## src/rtl/rtsd_pkg.sv

```systemverilog
// Constants, states and carrier types of the ramp time select, dwell and fast-stop block
package rtsd_pkg;

  // Clock and control tick
  localparam int CLK_HZ         = 25_000_000;
  localparam int TICK_TIME_US   = 1000;
  localparam int TICK_CYCLES    = CLK_HZ / 1_000_000 * TICK_TIME_US;

  // Time units of the settings, in microseconds
  localparam int UNIT_FINE_US   = 10_000;
  localparam int UNIT_COARSE_US = 100_000;
  localparam int DWELL_UNIT_US  = 100_000;

  // Control ticks per setting unit
  localparam logic [6:0]  TPU_FINE   = 7'(UNIT_FINE_US / TICK_TIME_US);
  localparam logic [6:0]  TPU_COARSE = 7'(UNIT_COARSE_US / TICK_TIME_US);
  localparam logic [6:0]  TPU_DWELL  = 7'(DWELL_UNIT_US / TICK_TIME_US);

  // Setting limits and defaults (dwell in 0.1 s, ramp in the selected unit)
  localparam logic [6:0]  DWELL_TIME_MAX    = 7'h64;
  localparam logic [15:0] RAMP_TIME_MAX     = 16'hEA60;
  localparam logic [15:0] RAMP_TIME_DEFAULT = 16'h0064;
  localparam logic        UNIT_DEFAULT      = 1'b1;

  // Ramp time pairs 1 and 4 and frequency step (0.01 Hz)
  localparam logic [1:0]  PAIR_1    = 2'h0;
  localparam logic [1:0]  PAIR_4    = 2'h3;
  localparam logic [15:0] FREQ_STEP = 16'h0001;

  typedef enum logic [2:0] {
    ST_STOPPED = 3'b000,
    ST_ACCEL   = 3'b001,
    ST_SDWELL  = 3'b011,
    ST_TRACK   = 3'b010,
    ST_DECEL   = 3'b110,
    ST_PDWELL  = 3'b111,
    ST_FINAL   = 3'b101,
    ST_FAST    = 3'b100
  } rtsd_state_e;

  // Terminal levels, high means closed
  typedef struct packed {
    logic run;
    logic sel_lo;
    logic sel_hi;
    logic motor2;
    logic fs_no;
    logic fs_nc;
  } rtsd_pins_s;

  // Released terminals; the normally closed fast-stop input idles closed
  localparam logic [5:0] PINS_IDLE = 6'h01;

  typedef struct packed {
    logic        asg_sel_lo;
    logic        asg_sel_hi;
    logic        asg_motor;
    logic        asg_fs_no;
    logic        asg_fs_nc;
    logic        pm_control;
    logic [15:0] max_f;
    logic [15:0] start_f;
    logic [15:0] stop_f;
    logic [15:0] switch_f;
    logic [6:0]  start_t;
    logic [6:0]  stop_t;
  } rtsd_cfg_s;

  typedef struct packed {
    logic             unit_coarse;
    logic [3:0][15:0] accel_t;
    logic [3:0][15:0] decel_t;
    logic [15:0]      fast_t;
  } rtsd_times_s;

  localparam logic [144:0] TIMES_RESET = {UNIT_DEFAULT, {9{RAMP_TIME_DEFAULT}}};

endpackage

```

## src/rtl/rtsd_ramp.sv

```systemverilog
// Frequency ramp with dwell, ramp time pair selection and latched fast stop
`timescale 1ns/10ps

// What this block does
// - On acceleration, hold at start dwell frequency for start dwell time.
// - On deceleration, hold at stop dwell frequency for stop dwell time.
// - Acceleration time means zero to maximum frequency; slope scales.
// - Deceleration time means maximum frequency down to zero.
// - Ramp times default 10.0 s, range up to 6000.0 s or 600.00 s.
// - Pair 1 is used when nothing else selects.
// - Two selector inputs pick pairs 1 to 4, low selector first.
// - Motor input picks motor 2 when closed, never under PM control.
// - With motor select, one selector picks pairs 1/2 or 3/4.
// - Nonzero switch frequency: pair 4 below it, pair 1 at or above.
// - Motor 2 with switch frequency: pair 4 below, pair 3 above.
// - Selector inputs override switching by frequency level.
// - Fast-stop input, open or closed active, latches a fast stop.
// - After fast stop, restart needs stop done, input released, run cycled.
// - Fast-stop status output is on while fast stop runs.
// - Fault-triggered fast stop decelerates with the fast stop time.
// - Fast stop time defaults 10.0 s, same range as ramp times.
// - Time unit 0 means 0.01 s steps, 1 means 0.1 s, default 1.
module rtsd_ramp #(
  parameter int TICK_CYCLES_P = rtsd_pkg::TICK_CYCLES
) (
  // Clock and reset
  input  wire logic                 ref_clk,
  input  wire logic                 rst_n,
  // Terminals, asynchronous
  input  wire rtsd_pkg::rtsd_pins_s pins_async,
  // Drive internals, same clock
  input  wire logic                 fault_fast_stop,
  input  wire logic [15:0]          freq_target,
  input  wire rtsd_pkg::rtsd_cfg_s  cfg,
  input  wire rtsd_pkg::rtsd_times_s times_in,
  input  wire logic                 times_load,
  // Status
  output logic [15:0]               freq_ref_reg,
  output logic [1:0]                pair_reg,
  output logic                      fast_stop_out_reg,
  output logic                      restart_lock_reg,
  output logic                      dwell_reg
);

  localparam logic [15:0] TICK_LAST = 16'(TICK_CYCLES_P - 1);

  logic [5:0]            sync1_reg;
  logic [5:0]            sync2_reg;
  rtsd_pkg::rtsd_pins_s  pin;
  logic [15:0]           tick_cnt_reg;
  logic                  tick;
  rtsd_pkg::rtsd_times_s times_reg;
  rtsd_pkg::rtsd_state_e state_reg;
  rtsd_pkg::rtsd_state_e state_next;
  logic [13:0]           dwell_cnt_reg;
  logic [25:0]           err_reg;
  logic [25:0]           err_next;
  logic [15:0]           freq_next;
  logic [15:0]           goal;
  logic [15:0]           tgt;
  logic [15:0]           rate_t;
  logic [22:0]           ramp_ticks;
  logic [1:0]            pair_next;
  logic                  motor_sw;
  logic                  motor2;
  logic                  sel_asg;
  logic                  fs_held;
  logic                  fs_trig;
  logic                  moving;
  logic                  up;
  logic                  sd_en;
  logic                  pd_en;
  logic                  in_dwell_next;

  // Terminal synchronisers
  always_ff @(posedge ref_clk) begin
    if (!rst_n) begin
      sync1_reg <= rtsd_pkg::PINS_IDLE;
      sync2_reg <= rtsd_pkg::PINS_IDLE;
    end else begin
      sync1_reg <= pins_async;
      sync2_reg <= sync1_reg;
    end
  end

  assign pin = rtsd_pkg::rtsd_pins_s'(sync2_reg);

  // Control tick
  always_ff @(posedge ref_clk) begin
    if (!rst_n || tick) begin
      tick_cnt_reg <= '0;
    end else begin
      tick_cnt_reg <= tick_cnt_reg + 16'h0001;
    end
  end

  assign tick = (tick_cnt_reg == TICK_LAST);

  // Ramp time settings, held so that reset gives the defaults
  always_ff @(posedge ref_clk) begin
    if (!rst_n) begin
      times_reg <= rtsd_pkg::rtsd_times_s'(rtsd_pkg::TIMES_RESET);
    end else if (times_load) begin
      times_reg <= times_in;
    end
  end

  // Ramp time pair selection
  assign motor_sw = cfg.asg_motor && !cfg.pm_control;
  assign motor2   = motor_sw && pin.motor2;
  assign sel_asg  = cfg.asg_sel_lo || cfg.asg_sel_hi;

  always_comb begin
    pair_next = {motor2, 1'b0};
    if (sel_asg) begin
      if (motor_sw) begin
        pair_next = {motor2, cfg.asg_sel_lo && pin.sel_lo};
      end else begin
        pair_next = {cfg.asg_sel_hi && pin.sel_hi, cfg.asg_sel_lo && pin.sel_lo};
      end
    end else if (cfg.switch_f != '0) begin
      if (freq_ref_reg < cfg.switch_f) begin
        pair_next = rtsd_pkg::PAIR_4;
      end else begin
        pair_next = {motor2, 1'b0};
      end
    end
  end

  always_ff @(posedge ref_clk) begin
    if (!rst_n) begin
      pair_reg <= rtsd_pkg::PAIR_1;
    end else begin
      pair_reg <= pair_next;
    end
  end

  // Fast-stop request from terminals or fault reaction
  assign fs_held = (cfg.asg_fs_no && pin.fs_no) || (cfg.asg_fs_nc && !pin.fs_nc);
  assign fs_trig = fs_held || fault_fast_stop;

  // Frequency beyond the maximum is clipped so the slope stays defined
  assign tgt   = !pin.run ? '0 : (freq_target > cfg.max_f) ? cfg.max_f : freq_target;
  assign sd_en = (cfg.start_t != '0) && (cfg.start_f < tgt);
  assign pd_en = (cfg.stop_t != '0) && (freq_ref_reg >= cfg.stop_f);

  // Sequencer
  always_comb begin
    state_next = state_reg;
    goal       = '0;
    case (state_reg)
      rtsd_pkg::ST_STOPPED: begin
        if (pin.run && !restart_lock_reg && !fs_trig) begin
          state_next = rtsd_pkg::ST_ACCEL;
        end
      end
      rtsd_pkg::ST_ACCEL: begin
        goal = sd_en ? cfg.start_f : tgt;
        if (!pin.run) begin
          // Freeze one cycle so the stop dwell decision still sees the running frequency
          goal       = freq_ref_reg;
          state_next = rtsd_pkg::ST_DECEL;
        end else if (freq_ref_reg == goal) begin
          state_next = sd_en ? rtsd_pkg::ST_SDWELL : rtsd_pkg::ST_TRACK;
        end
      end
      rtsd_pkg::ST_SDWELL: begin
        goal = freq_ref_reg;
        if (!pin.run) begin
          state_next = rtsd_pkg::ST_DECEL;
        end else if (dwell_cnt_reg == '0) begin
          state_next = rtsd_pkg::ST_TRACK;
        end
      end
      rtsd_pkg::ST_TRACK: begin
        goal = tgt;
        if (!pin.run) begin
          goal       = freq_ref_reg;
          state_next = rtsd_pkg::ST_DECEL;
        end
      end
      rtsd_pkg::ST_DECEL: begin
        goal = pd_en ? cfg.stop_f : '0;
        if (pin.run) begin
          state_next = rtsd_pkg::ST_TRACK;
        end else if (pd_en && freq_ref_reg == cfg.stop_f) begin
          state_next = rtsd_pkg::ST_PDWELL;
        end else if (freq_ref_reg == '0) begin
          state_next = rtsd_pkg::ST_STOPPED;
        end
      end
      rtsd_pkg::ST_PDWELL: begin
        goal = freq_ref_reg;
        if (pin.run) begin
          state_next = rtsd_pkg::ST_TRACK;
        end else if (dwell_cnt_reg == '0) begin
          state_next = rtsd_pkg::ST_FINAL;
        end
      end
      rtsd_pkg::ST_FINAL: begin
        if (pin.run) begin
          state_next = rtsd_pkg::ST_TRACK;
        end else if (freq_ref_reg == '0) begin
          state_next = rtsd_pkg::ST_STOPPED;
        end
      end
      rtsd_pkg::ST_FAST: begin
        // Run is ignored here; only reaching zero ends the fast stop
        if (freq_ref_reg == '0) begin
          state_next = rtsd_pkg::ST_STOPPED;
        end
      end
      default: begin
        state_next = rtsd_pkg::ST_STOPPED;
      end
    endcase
    if (fs_trig && state_reg != rtsd_pkg::ST_STOPPED && state_reg != rtsd_pkg::ST_FAST) begin
      state_next = rtsd_pkg::ST_FAST;
    end
  end

  always_ff @(posedge ref_clk) begin
    if (!rst_n) begin
      state_reg <= rtsd_pkg::ST_STOPPED;
    end else begin
      state_reg <= state_next;
    end
  end

  // Restart lock; a new request wins over the clear
  always_ff @(posedge ref_clk) begin
    if (!rst_n) begin
      restart_lock_reg <= 1'b0;
    end else if (fs_trig) begin
      restart_lock_reg <= 1'b1;
    end else if (state_reg == rtsd_pkg::ST_STOPPED && !pin.run) begin
      restart_lock_reg <= 1'b0;
    end
  end

  always_ff @(posedge ref_clk) begin
    if (!rst_n) begin
      fast_stop_out_reg <= 1'b0;
    end else begin
      fast_stop_out_reg <= (state_next == rtsd_pkg::ST_FAST);
    end
  end

  // Dwell timer, loaded on entry and counted in control ticks
  assign in_dwell_next = (state_next == rtsd_pkg::ST_SDWELL) || (state_next == rtsd_pkg::ST_PDWELL);

  always_ff @(posedge ref_clk) begin
    if (!rst_n) begin
      dwell_cnt_reg <= '0;
    end else if (state_next == rtsd_pkg::ST_SDWELL && state_reg != rtsd_pkg::ST_SDWELL) begin
      dwell_cnt_reg <= ((cfg.start_t > rtsd_pkg::DWELL_TIME_MAX) ? rtsd_pkg::DWELL_TIME_MAX : cfg.start_t)
                       * rtsd_pkg::TPU_DWELL;
    end else if (state_next == rtsd_pkg::ST_PDWELL && state_reg != rtsd_pkg::ST_PDWELL) begin
      dwell_cnt_reg <= ((cfg.stop_t > rtsd_pkg::DWELL_TIME_MAX) ? rtsd_pkg::DWELL_TIME_MAX : cfg.stop_t)
                       * rtsd_pkg::TPU_DWELL;
    end else if (tick && dwell_cnt_reg != '0) begin
      dwell_cnt_reg <= dwell_cnt_reg - 14'h0001;
    end
  end

  always_ff @(posedge ref_clk) begin
    if (!rst_n) begin
      dwell_reg <= 1'b0;
    end else begin
      dwell_reg <= in_dwell_next;
    end
  end

  // Ramp time in control ticks
  assign moving = (freq_ref_reg != goal);
  assign up     = (goal > freq_ref_reg);

  always_comb begin
    if (state_reg == rtsd_pkg::ST_FAST) begin
      rate_t = times_reg.fast_t;
    end else if (up) begin
      rate_t = times_reg.accel_t[pair_reg];
    end else begin
      rate_t = times_reg.decel_t[pair_reg];
    end
    if (rate_t > rtsd_pkg::RAMP_TIME_MAX) begin
      rate_t = rtsd_pkg::RAMP_TIME_MAX;
    end
  end

  assign ramp_ticks = rate_t * (times_reg.unit_coarse ? rtsd_pkg::TPU_COARSE : rtsd_pkg::TPU_FINE);

  // Error accumulator: each tick earns max_f, each step of one count costs the ramp time.
  // At most one count per clock; the tick period leaves ample clocks to pay off.
  always_comb begin
    freq_next = freq_ref_reg;
    err_next  = '0;
    if (moving) begin
      if (ramp_ticks == '0) begin
        freq_next = goal;
      end else begin
        err_next = err_reg + (tick ? 26'(cfg.max_f) : '0);
        if (err_reg >= 26'(ramp_ticks)) begin
          err_next  = err_next - 26'(ramp_ticks);
          freq_next = up ? freq_ref_reg + rtsd_pkg::FREQ_STEP : freq_ref_reg - rtsd_pkg::FREQ_STEP;
        end
      end
    end
  end

  always_ff @(posedge ref_clk) begin
    if (!rst_n) begin
      freq_ref_reg <= '0;
      err_reg      <= '0;
    end else begin
      freq_ref_reg <= freq_next;
      err_reg      <= err_next;
    end
  end
endmodule

```

## config.mk

```make
export PLATFORM = sky130hd
export DESIGN_NAME = rtsd_ramp
export DESIGN_NICKNAME = d
export VERILOG_FILES = /design/src/rtl/rtsd_pkg.sv /design/src/rtl/rtsd_ramp.sv
export SDC_FILE = /design/constraint.sdc
export NUM_CORES = 1
export LEC_CHECK = 0
export BUFFER_PORTS_ARGS = -buffer_cell sky130_fd_sc_hd__buf_2
export CORE_MARGIN = 4
export CORE_UTILIZATION = 40
export CTS_CLUSTER_DIAMETER = 120
export DETAILED_ROUTE_END_ITERATION = 12
export SLEW_MARGIN = 20
export SYNTH_ARGS = -nofsm -noshare
export SYNTH_HDL_FRONTEND = slang
export SYNTH_SLANG_ARGS = --single-unit
```

## constraint.sdc

```tcl
create_clock -name ref_clk -period 16.3 [get_ports ref_clk]
set_input_delay 0.815 -clock ref_clk [delete_from_list [all_inputs] [get_ports ref_clk]]
set_output_delay 0.815 -clock ref_clk [all_outputs]
set_load 0.02 [all_outputs]
```

==> impl_metrics.py, run 1 <==
metrics = {
    "worst_setup_path": {
        "cp_max_fo": 27,
        "crit_arrival_ns": 15.61,
        "required_ns": 16.75,
        "cp_common_cell": "ha_1",
        "end_kind": "flip-flop",
        "start_kind": "input port",
        "worstSetupPathType": "in -> reg",
        "critical_path.slowest_cell": "or4_4",
        "r2r_cells": 55,
        "slowest_delay_ns": 0.57,
    },
    "pwr": {
        "power_frac_clock": 0.137,
        "p_int_mw": 2.47,
        "seqPwrFrac": 0.157,
        "vdd_drop_max_mv": 0.184,
        "cellLeakagePower_nw": 11.6,
        "pwr-share-comb": 0.706,
        "p_sw_frac": 0.489,
        "power_switching_mw": 2.37,
        "p_per_area_nw_per_um2": 201,
    },
    "sta": {
        "hold_slack_ns": 0.407,
        "hold_viol_final": 0,
        "tns_ns": 0,
        "fin_crit_sh": 0.930,
        "setup_violations": 0,
        "relSlewSlack": 0.246,
        "finalClockSkew_ns": 0.0169,
        "slew_violations": 0,
        "max_freq_mhz": 66.0,
        "worstMarginPinSlew_ns": 1.13,
        "rsz0062_at_grt": "no",
        "period_needed_ns": 15.16,
    },
    "placement": {
        "hpwlAfterDp_um": 53500,
        "port_buffers": 275,
        "routabilityCongestion": 0.933,
    },
    "worst_hold_path": {
        "min_path_type": "reg -> reg",
        "hold_path_depth": 1,
    },
    "logic_synthesis": {
        "synth_ff_type": "dfxtp_1",
        "ys_seq_elements": 237,
        "ys_seq_area_frac": 0.226,
        "yosys_warnings": 0,
        "syn_inst": 2487,
        "synth.cell_area_um2": 21000,
        "avgSynthCellArea_um2": 8.43,
        "synth-async-reset-ratio": 0,
        "synthesis.nets": 3049,
        "synth_edf_count": 0,
        "ys_types": 94,
    },
    "global_route": {
        "busiest_layer": "met2",
        "grt_max_degree": 96,
        "grt_pass1_wl_um": 105000,
        "grt_overflow": 0,
        "use_met1": 0.313,
        "first_global_vias": 18900,
        "antenna_found_initial": 16,
        "use_met3": 0.0445,
        "use_met2": 0.375,
        "grtUsageTotal": 0.229,
    },
    "detailed_routing": {
        "vias": 19200,
        "antenna_left": 0,
        "drt-wirelength-per-cell_um": 19.5,
        "vias_per_cell": 5.58,
        "totalWireLength_um": 66900,
        "first_pass_iters": 5,
        "drc_errors": 0,
        "drt_iter0_drc": 1153,
    },
    "clocking": {
        "ctsRootBufferMaster": "clkbuf_16",
        "htreeDepth": 1,
        "clock_tree.buffer_depth": 3,
        "cts_buffers": 29,
        "clock_latency_ns": 0.59,
        "cts_tree": "built",
        "clkSinkCount": 237,
        "path_clk_slew_ns": 0.06,
    },
    "floorplanning": {
        "die_w_um": 237,
        "die_area_um2": 56100,
        "rows": 83,
        "start_util": 0.406,
        "die_h_um": 237,
        "ioPinCount": 276,
        "core-area_um2": 51600,
    },
    "finish": {
        "final_cell_mix": "306 x nor2_1, 274 x buf_2, 263 x ha_1",
        "drive_gt1_frac": 0.158,
        "final_common_cell": "nor2_1",
        "largest_reg_flops": 145,
        "syn2layout_area_growth_pct": 14.8,
        "nFillCells": 5095,
        "finalNetCount": 3286,
    },
    "job": {
        "maxCapViolations": 0,
    },
    "outcome": {
        "status": "complete, no violations",
    },
}
-- final cells by class --
cell class,count,area (µm²),area share
multi-input cells,1976,15200,0.630
well taps,680,851,0.0353
inverters,165,622,0.0258
clock inverters,11,143,0.00592
flip-flops and latches,237,4750,0.197
clock buffers,42,835,0.0347
repair buffers,315,1680,0.0699
diodes,8,20.0,0.000832
-- Yosys cell counts (32+ instances only) --
master,instances,share of area
nor2_1,306,0.055
ha_1,263,0.16
dfxtp_1,237,0.23
mux2i_1,169,0.081
inv_1,163,0.029
nand2_1,161,0.029
a21oi_1,153,0.037
o21ai_0,80,0.019
clkbuf_1,76,0.014
nand3_1,66,0.016
xnor2_1,64,0.027
and2_1,59,0.018
nor3_1,55,0.013
a21o_1,51,0.018
xor2_1,49,0.020
fa_1,44,0.042
nand4_1,34,0.010
mux4_2,32,0.034
-- cells by family after synthesis --
kind of cell | synth area share
fa+ha+maj | 0.200
buf+inv | 0.0519
compound gates | 0.164
flops | 0.226
simple gates | 0.192
mux | 0.118
other cells | 0.000179
xor+xnor | 0.0472
-- metal layers --
layer / vias to the layer above / wire length, µm
li1: 9420 / -
met5: - / 92
met3: 106 / 4110
met1: 9121 / 30600
met4: 16 / 1630
met2: 507 / 30500
-- power by group through the flow --
stage	registers, mW	logic, mW	clock network, mW
after floorplan	0.745	2.58	0
after global placement	0.767	3.33	0
after detailed placement	0.769	3.36	0
after CTS	0.757	3.40	0.682
after global routing	0.766	3.89	0.705
final	0.760	3.42	0.664
-- worst max-delay path: cells and delay by family --
kind	cells	cell delay (ns)
xor gates and xnor gates	1	0.38
adders and majority gates	9	3.10
AOI/OAI and AO/OA	18	4.51
buffers and inverters	8	1.10
and+or+nand+nor	23	5.02
muxes	2	0.61
-- through the flow --
stage	power (mW)	util	instances	instance area, µm²	setup slack, ns
floorplan	3.32	-	2487	21000	2.26
global placement	4.09	0.446	3370	23000	0.597
detailed placement	4.13	0.446	3370	23000	0.193
CTS	4.84	0.465	3423	24000	0.842
global route	5.36	0.466	3427	24100	0.107
finish	4.84	0.466	3434	24100	1.14
-- path summary, 6_finish.rpt --
kind,startpoint,to,slack (ns)
max,cfg[76],freq_ref_reg[1],1.14
min,sync1_reg[0],pin[0],0.41
max reg2reg,pin[5],freq_ref_reg[1],2.38
min reg2reg,sync1_reg[0],pin[0],0.41
-- timing repair --
action                                  4_1_cts  5_1_grt
endpoints found under the setup margin        0       41
setup buffers                                 0        3
gates resized for setup                       0        6
hold buffers                                  0        0
Power figures use the tool's default switching activity.
==> run 2: changes to the inputs <==
--- a/config.mk
+++ b/config.mk
@@ -6,10 +6,13 @@
 export NUM_CORES = 1
 export LEC_CHECK = 0
 export BUFFER_PORTS_ARGS = -buffer_cell sky130_fd_sc_hd__buf_2
+export CELL_PAD_IN_SITES_DETAIL_PLACEMENT = 1
+export CELL_PAD_IN_SITES_GLOBAL_PLACEMENT = 1
 export CORE_MARGIN = 4
 export CORE_UTILIZATION = 40
 export CTS_CLUSTER_DIAMETER = 120
 export DETAILED_ROUTE_END_ITERATION = 12
+export PLACE_DENSITY_LB_ADDON = 0.1
 export SLEW_MARGIN = 20
 export SYNTH_ARGS = -nofsm -noshare
 export SYNTH_HDL_FRONTEND = slang
==> run 2 against run 1 <==
  * Non-clock buffer count is 4 higher
  * Final cell count is 0.32% higher
  * Power is 0.77% higher
  * First-iteration DRC count is 5.5% lower
  * Sequential share of layout area is 0.089 points lower
  * Fmax is 0.25% lower
  * Flip-flop and latch count stayed put
  * Global-route usage is 2.3 points higher
  * Largest power group unchanged
==> impl_metrics.py, run 2 (synthesized netlist as in run 1, its figures left out) <==
metrics = {
    "worst_setup_path": {
        "cp_max_fo": 27,
        "start_kind": "input port",
        "slowest_delay_ns": 0.55,
        "crit_start": "cfg[76]",
        "crit_arrival_ns": 15.65,
        "cp_common_cell": "ha_1",
        "r2r-start": "pin[5]",
        "required_ns": 16.76,
        "worstSetupPathType": "in -> reg",
        "critical_path.slowest_cell": "fa_1",
        "end_kind": "flip-flop",
    },
    "pwr": {
        "p_per_area_nw_per_um2": 202,
        "vdd_drop_max_mv": 0.124,
        "power_frac_clock": 0.143,
        "pwr-share-comb": 0.703,
        "power_switching_mw": 2.37,
        "p_int_mw": 2.51,
        "cellLeakagePower_nw": 11.7,
        "total_power_mw": 4.88,
        "p_sw_frac": 0.486,
        "seqPwrFrac": 0.154,
    },
    "placement": {
        "hpwlAfterDp_um": 59200,
        "placedCellCount": 3376,
        "dp_worst_setup_slack_ns": 0.272,
        "port_buffers": 275,
        "routabilityCongestion": 0.912,
    },
    "finish": {
        "drive_gt1_frac": 0.160,
        "finalNetCount": 3290,
        "largest_reg_flops": 145,
        "final_cell_mix": "306 x nor2_1, 274 x buf_2, 263 x ha_1",
        "nFillCells": 6229,
        "stdcell_count": 3445,
        "final_common_cell": "nor2_1",
        "syn2layout_area_growth_pct": 15.3,
    },
    "sta": {
        "finalClockSkew_ns": 0.0315,
        "period_needed_ns": 15.19,
        "hold_slack_ns": 0.412,
        "tns_ns": 0,
        "rsz0062_at_grt": "no",
        "hold_viol_final": 0,
        "setup_ws_ns": 1.11,
        "fin_crit_sh": 0.932,
        "max_freq_mhz": 65.8,
        "worstMarginPinSlew_ns": 0.938,
        "relSlewSlack": 0.375,
        "setup_violations": 0,
        "slew_violations": 0,
    },
    "detailed_routing": {
        "drt_iter0_drc": 1090,
        "antenna_left": 0,
        "first_pass_iters": 6,
        "vias": 19400,
        "drt-wirelength-per-cell_um": 21.2,
        "drc_errors": 0,
        "vias_per_cell": 5.64,
        "totalWireLength_um": 73200,
    },
    "job": {
        "maxCapViolations": 0,
    },
    "clocking": {
        "cts_resized": 0,
        "ctsRootBufferMaster": "clkbuf_16",
        "htreeDepth": 1,
        "postCtsHoldBufs": 0,
        "cts_tree": "built",
        "clock_tree.buffer_depth": 3,
        "cts_setup_buffers": 0,
        "cts_buffers": 29,
        "path_clk_slew_ns": 0.06,
        "clock_latency_ns": 0.60,
        "clkSinkCount": 237,
    },
    "global_route": {
        "grtUsageTotal": 0.252,
        "grt_pass1_wl_um": 115000,
        "antenna_found_initial": 30,
        "grt_max_degree": 79,
        "first_global_vias": 20400,
        "grt_overflow": 0,
    },
    "floorplanning": {
        "die_h_um": 237,
        "ioPinCount": 276,
        "start_util": 0.406,
        "die_w_um": 237,
        "core-area_um2": 51600,
        "die_area_um2": 56100,
        "rows": 83,
    },
    "outcome": {
        "status": "complete, no violations",
    },
    "worst_hold_path": {
        "worstHoldStart": "sync1_reg[0]",
        "min_path_type": "reg -> reg",
    },
}
==> run 2: cell count changes in the layout (fill, tap and decap cells not counted), sizes merged, moves of 2 or more <==
cell / change
inv: -2
bufinv: +2
buf: +4
diode: +6
==> run 2: layout make-up <==
cell class	instances	area, µm²	share of cell area
Multi-Input combinational cell	1976	15200	0.627
Sequential cell	237	4750	0.196
Timing Repair Buffer	319	1730	0.0717
Tap cell	680	851	0.0352
Clock buffer	43	848	0.0351
Inverter	165	622	0.0257
Clock inverter	11	179	0.00740
Antenna cell	14	35.0	0.00145
==> run 2: worst max-delay path, delay by kind of cell <==
kind	cells	cell delay [ns]
fa+ha+maj	9	3.09
compound gates	20	4.76
xor+xnor	1	0.29
simple gates	21	4.57
mux	2	0.66
buf+inv	9	1.43
==> run 2: path summary, 6_finish.rpt <==
path	endpoint	slack [ns]	cells after the start
setup reg to reg	freq_ref_reg[1]	2.63	56
hold / removal	pin[0]	0.41	1
hold reg to reg	pin[0]	0.41	1
setup / recovery	freq_ref_reg[1]	1.11	62
==> run 2: routing by layer <==
| layer | up-vias | part of all wire | track usage |
|---|---|---|---|
| met4 | 32 | 0.030 | 0.0676 |
| met3 | 129 | 0.058 | 0.0549 |
| li1 | 9437 | - | - |
| met1 | 9453 | 0.45 | 0.331 |
| met2 | 392 | 0.46 | 0.420 |
| met5 | - | 0.0030 | 0 |
==> run 2: metrics by stage <==
step | instance area, µm² | util
2_1_floorplan | 21000 | -
3_3_place_gp | 23100 | 0.447
3_5_place_dp | 23100 | 0.447
4_1_cts | 24100 | 0.467
5_1_grt | 24200 | 0.468
6_report | 24200 | 0.469
==> run 2: power groups by stage <==
stage / Clock (mW) / Sequential [mW] / Combinational (mW)
floorplan: 0 / 0.745 / 2.58
global placement: 0 / 0.758 / 3.32
detailed placement: 0 / 0.760 / 3.41
CTS: 0.718 / 0.748 / 3.45
global route: 0.740 / 0.757 / 3.89
finish: 0.699 / 0.749 / 3.43
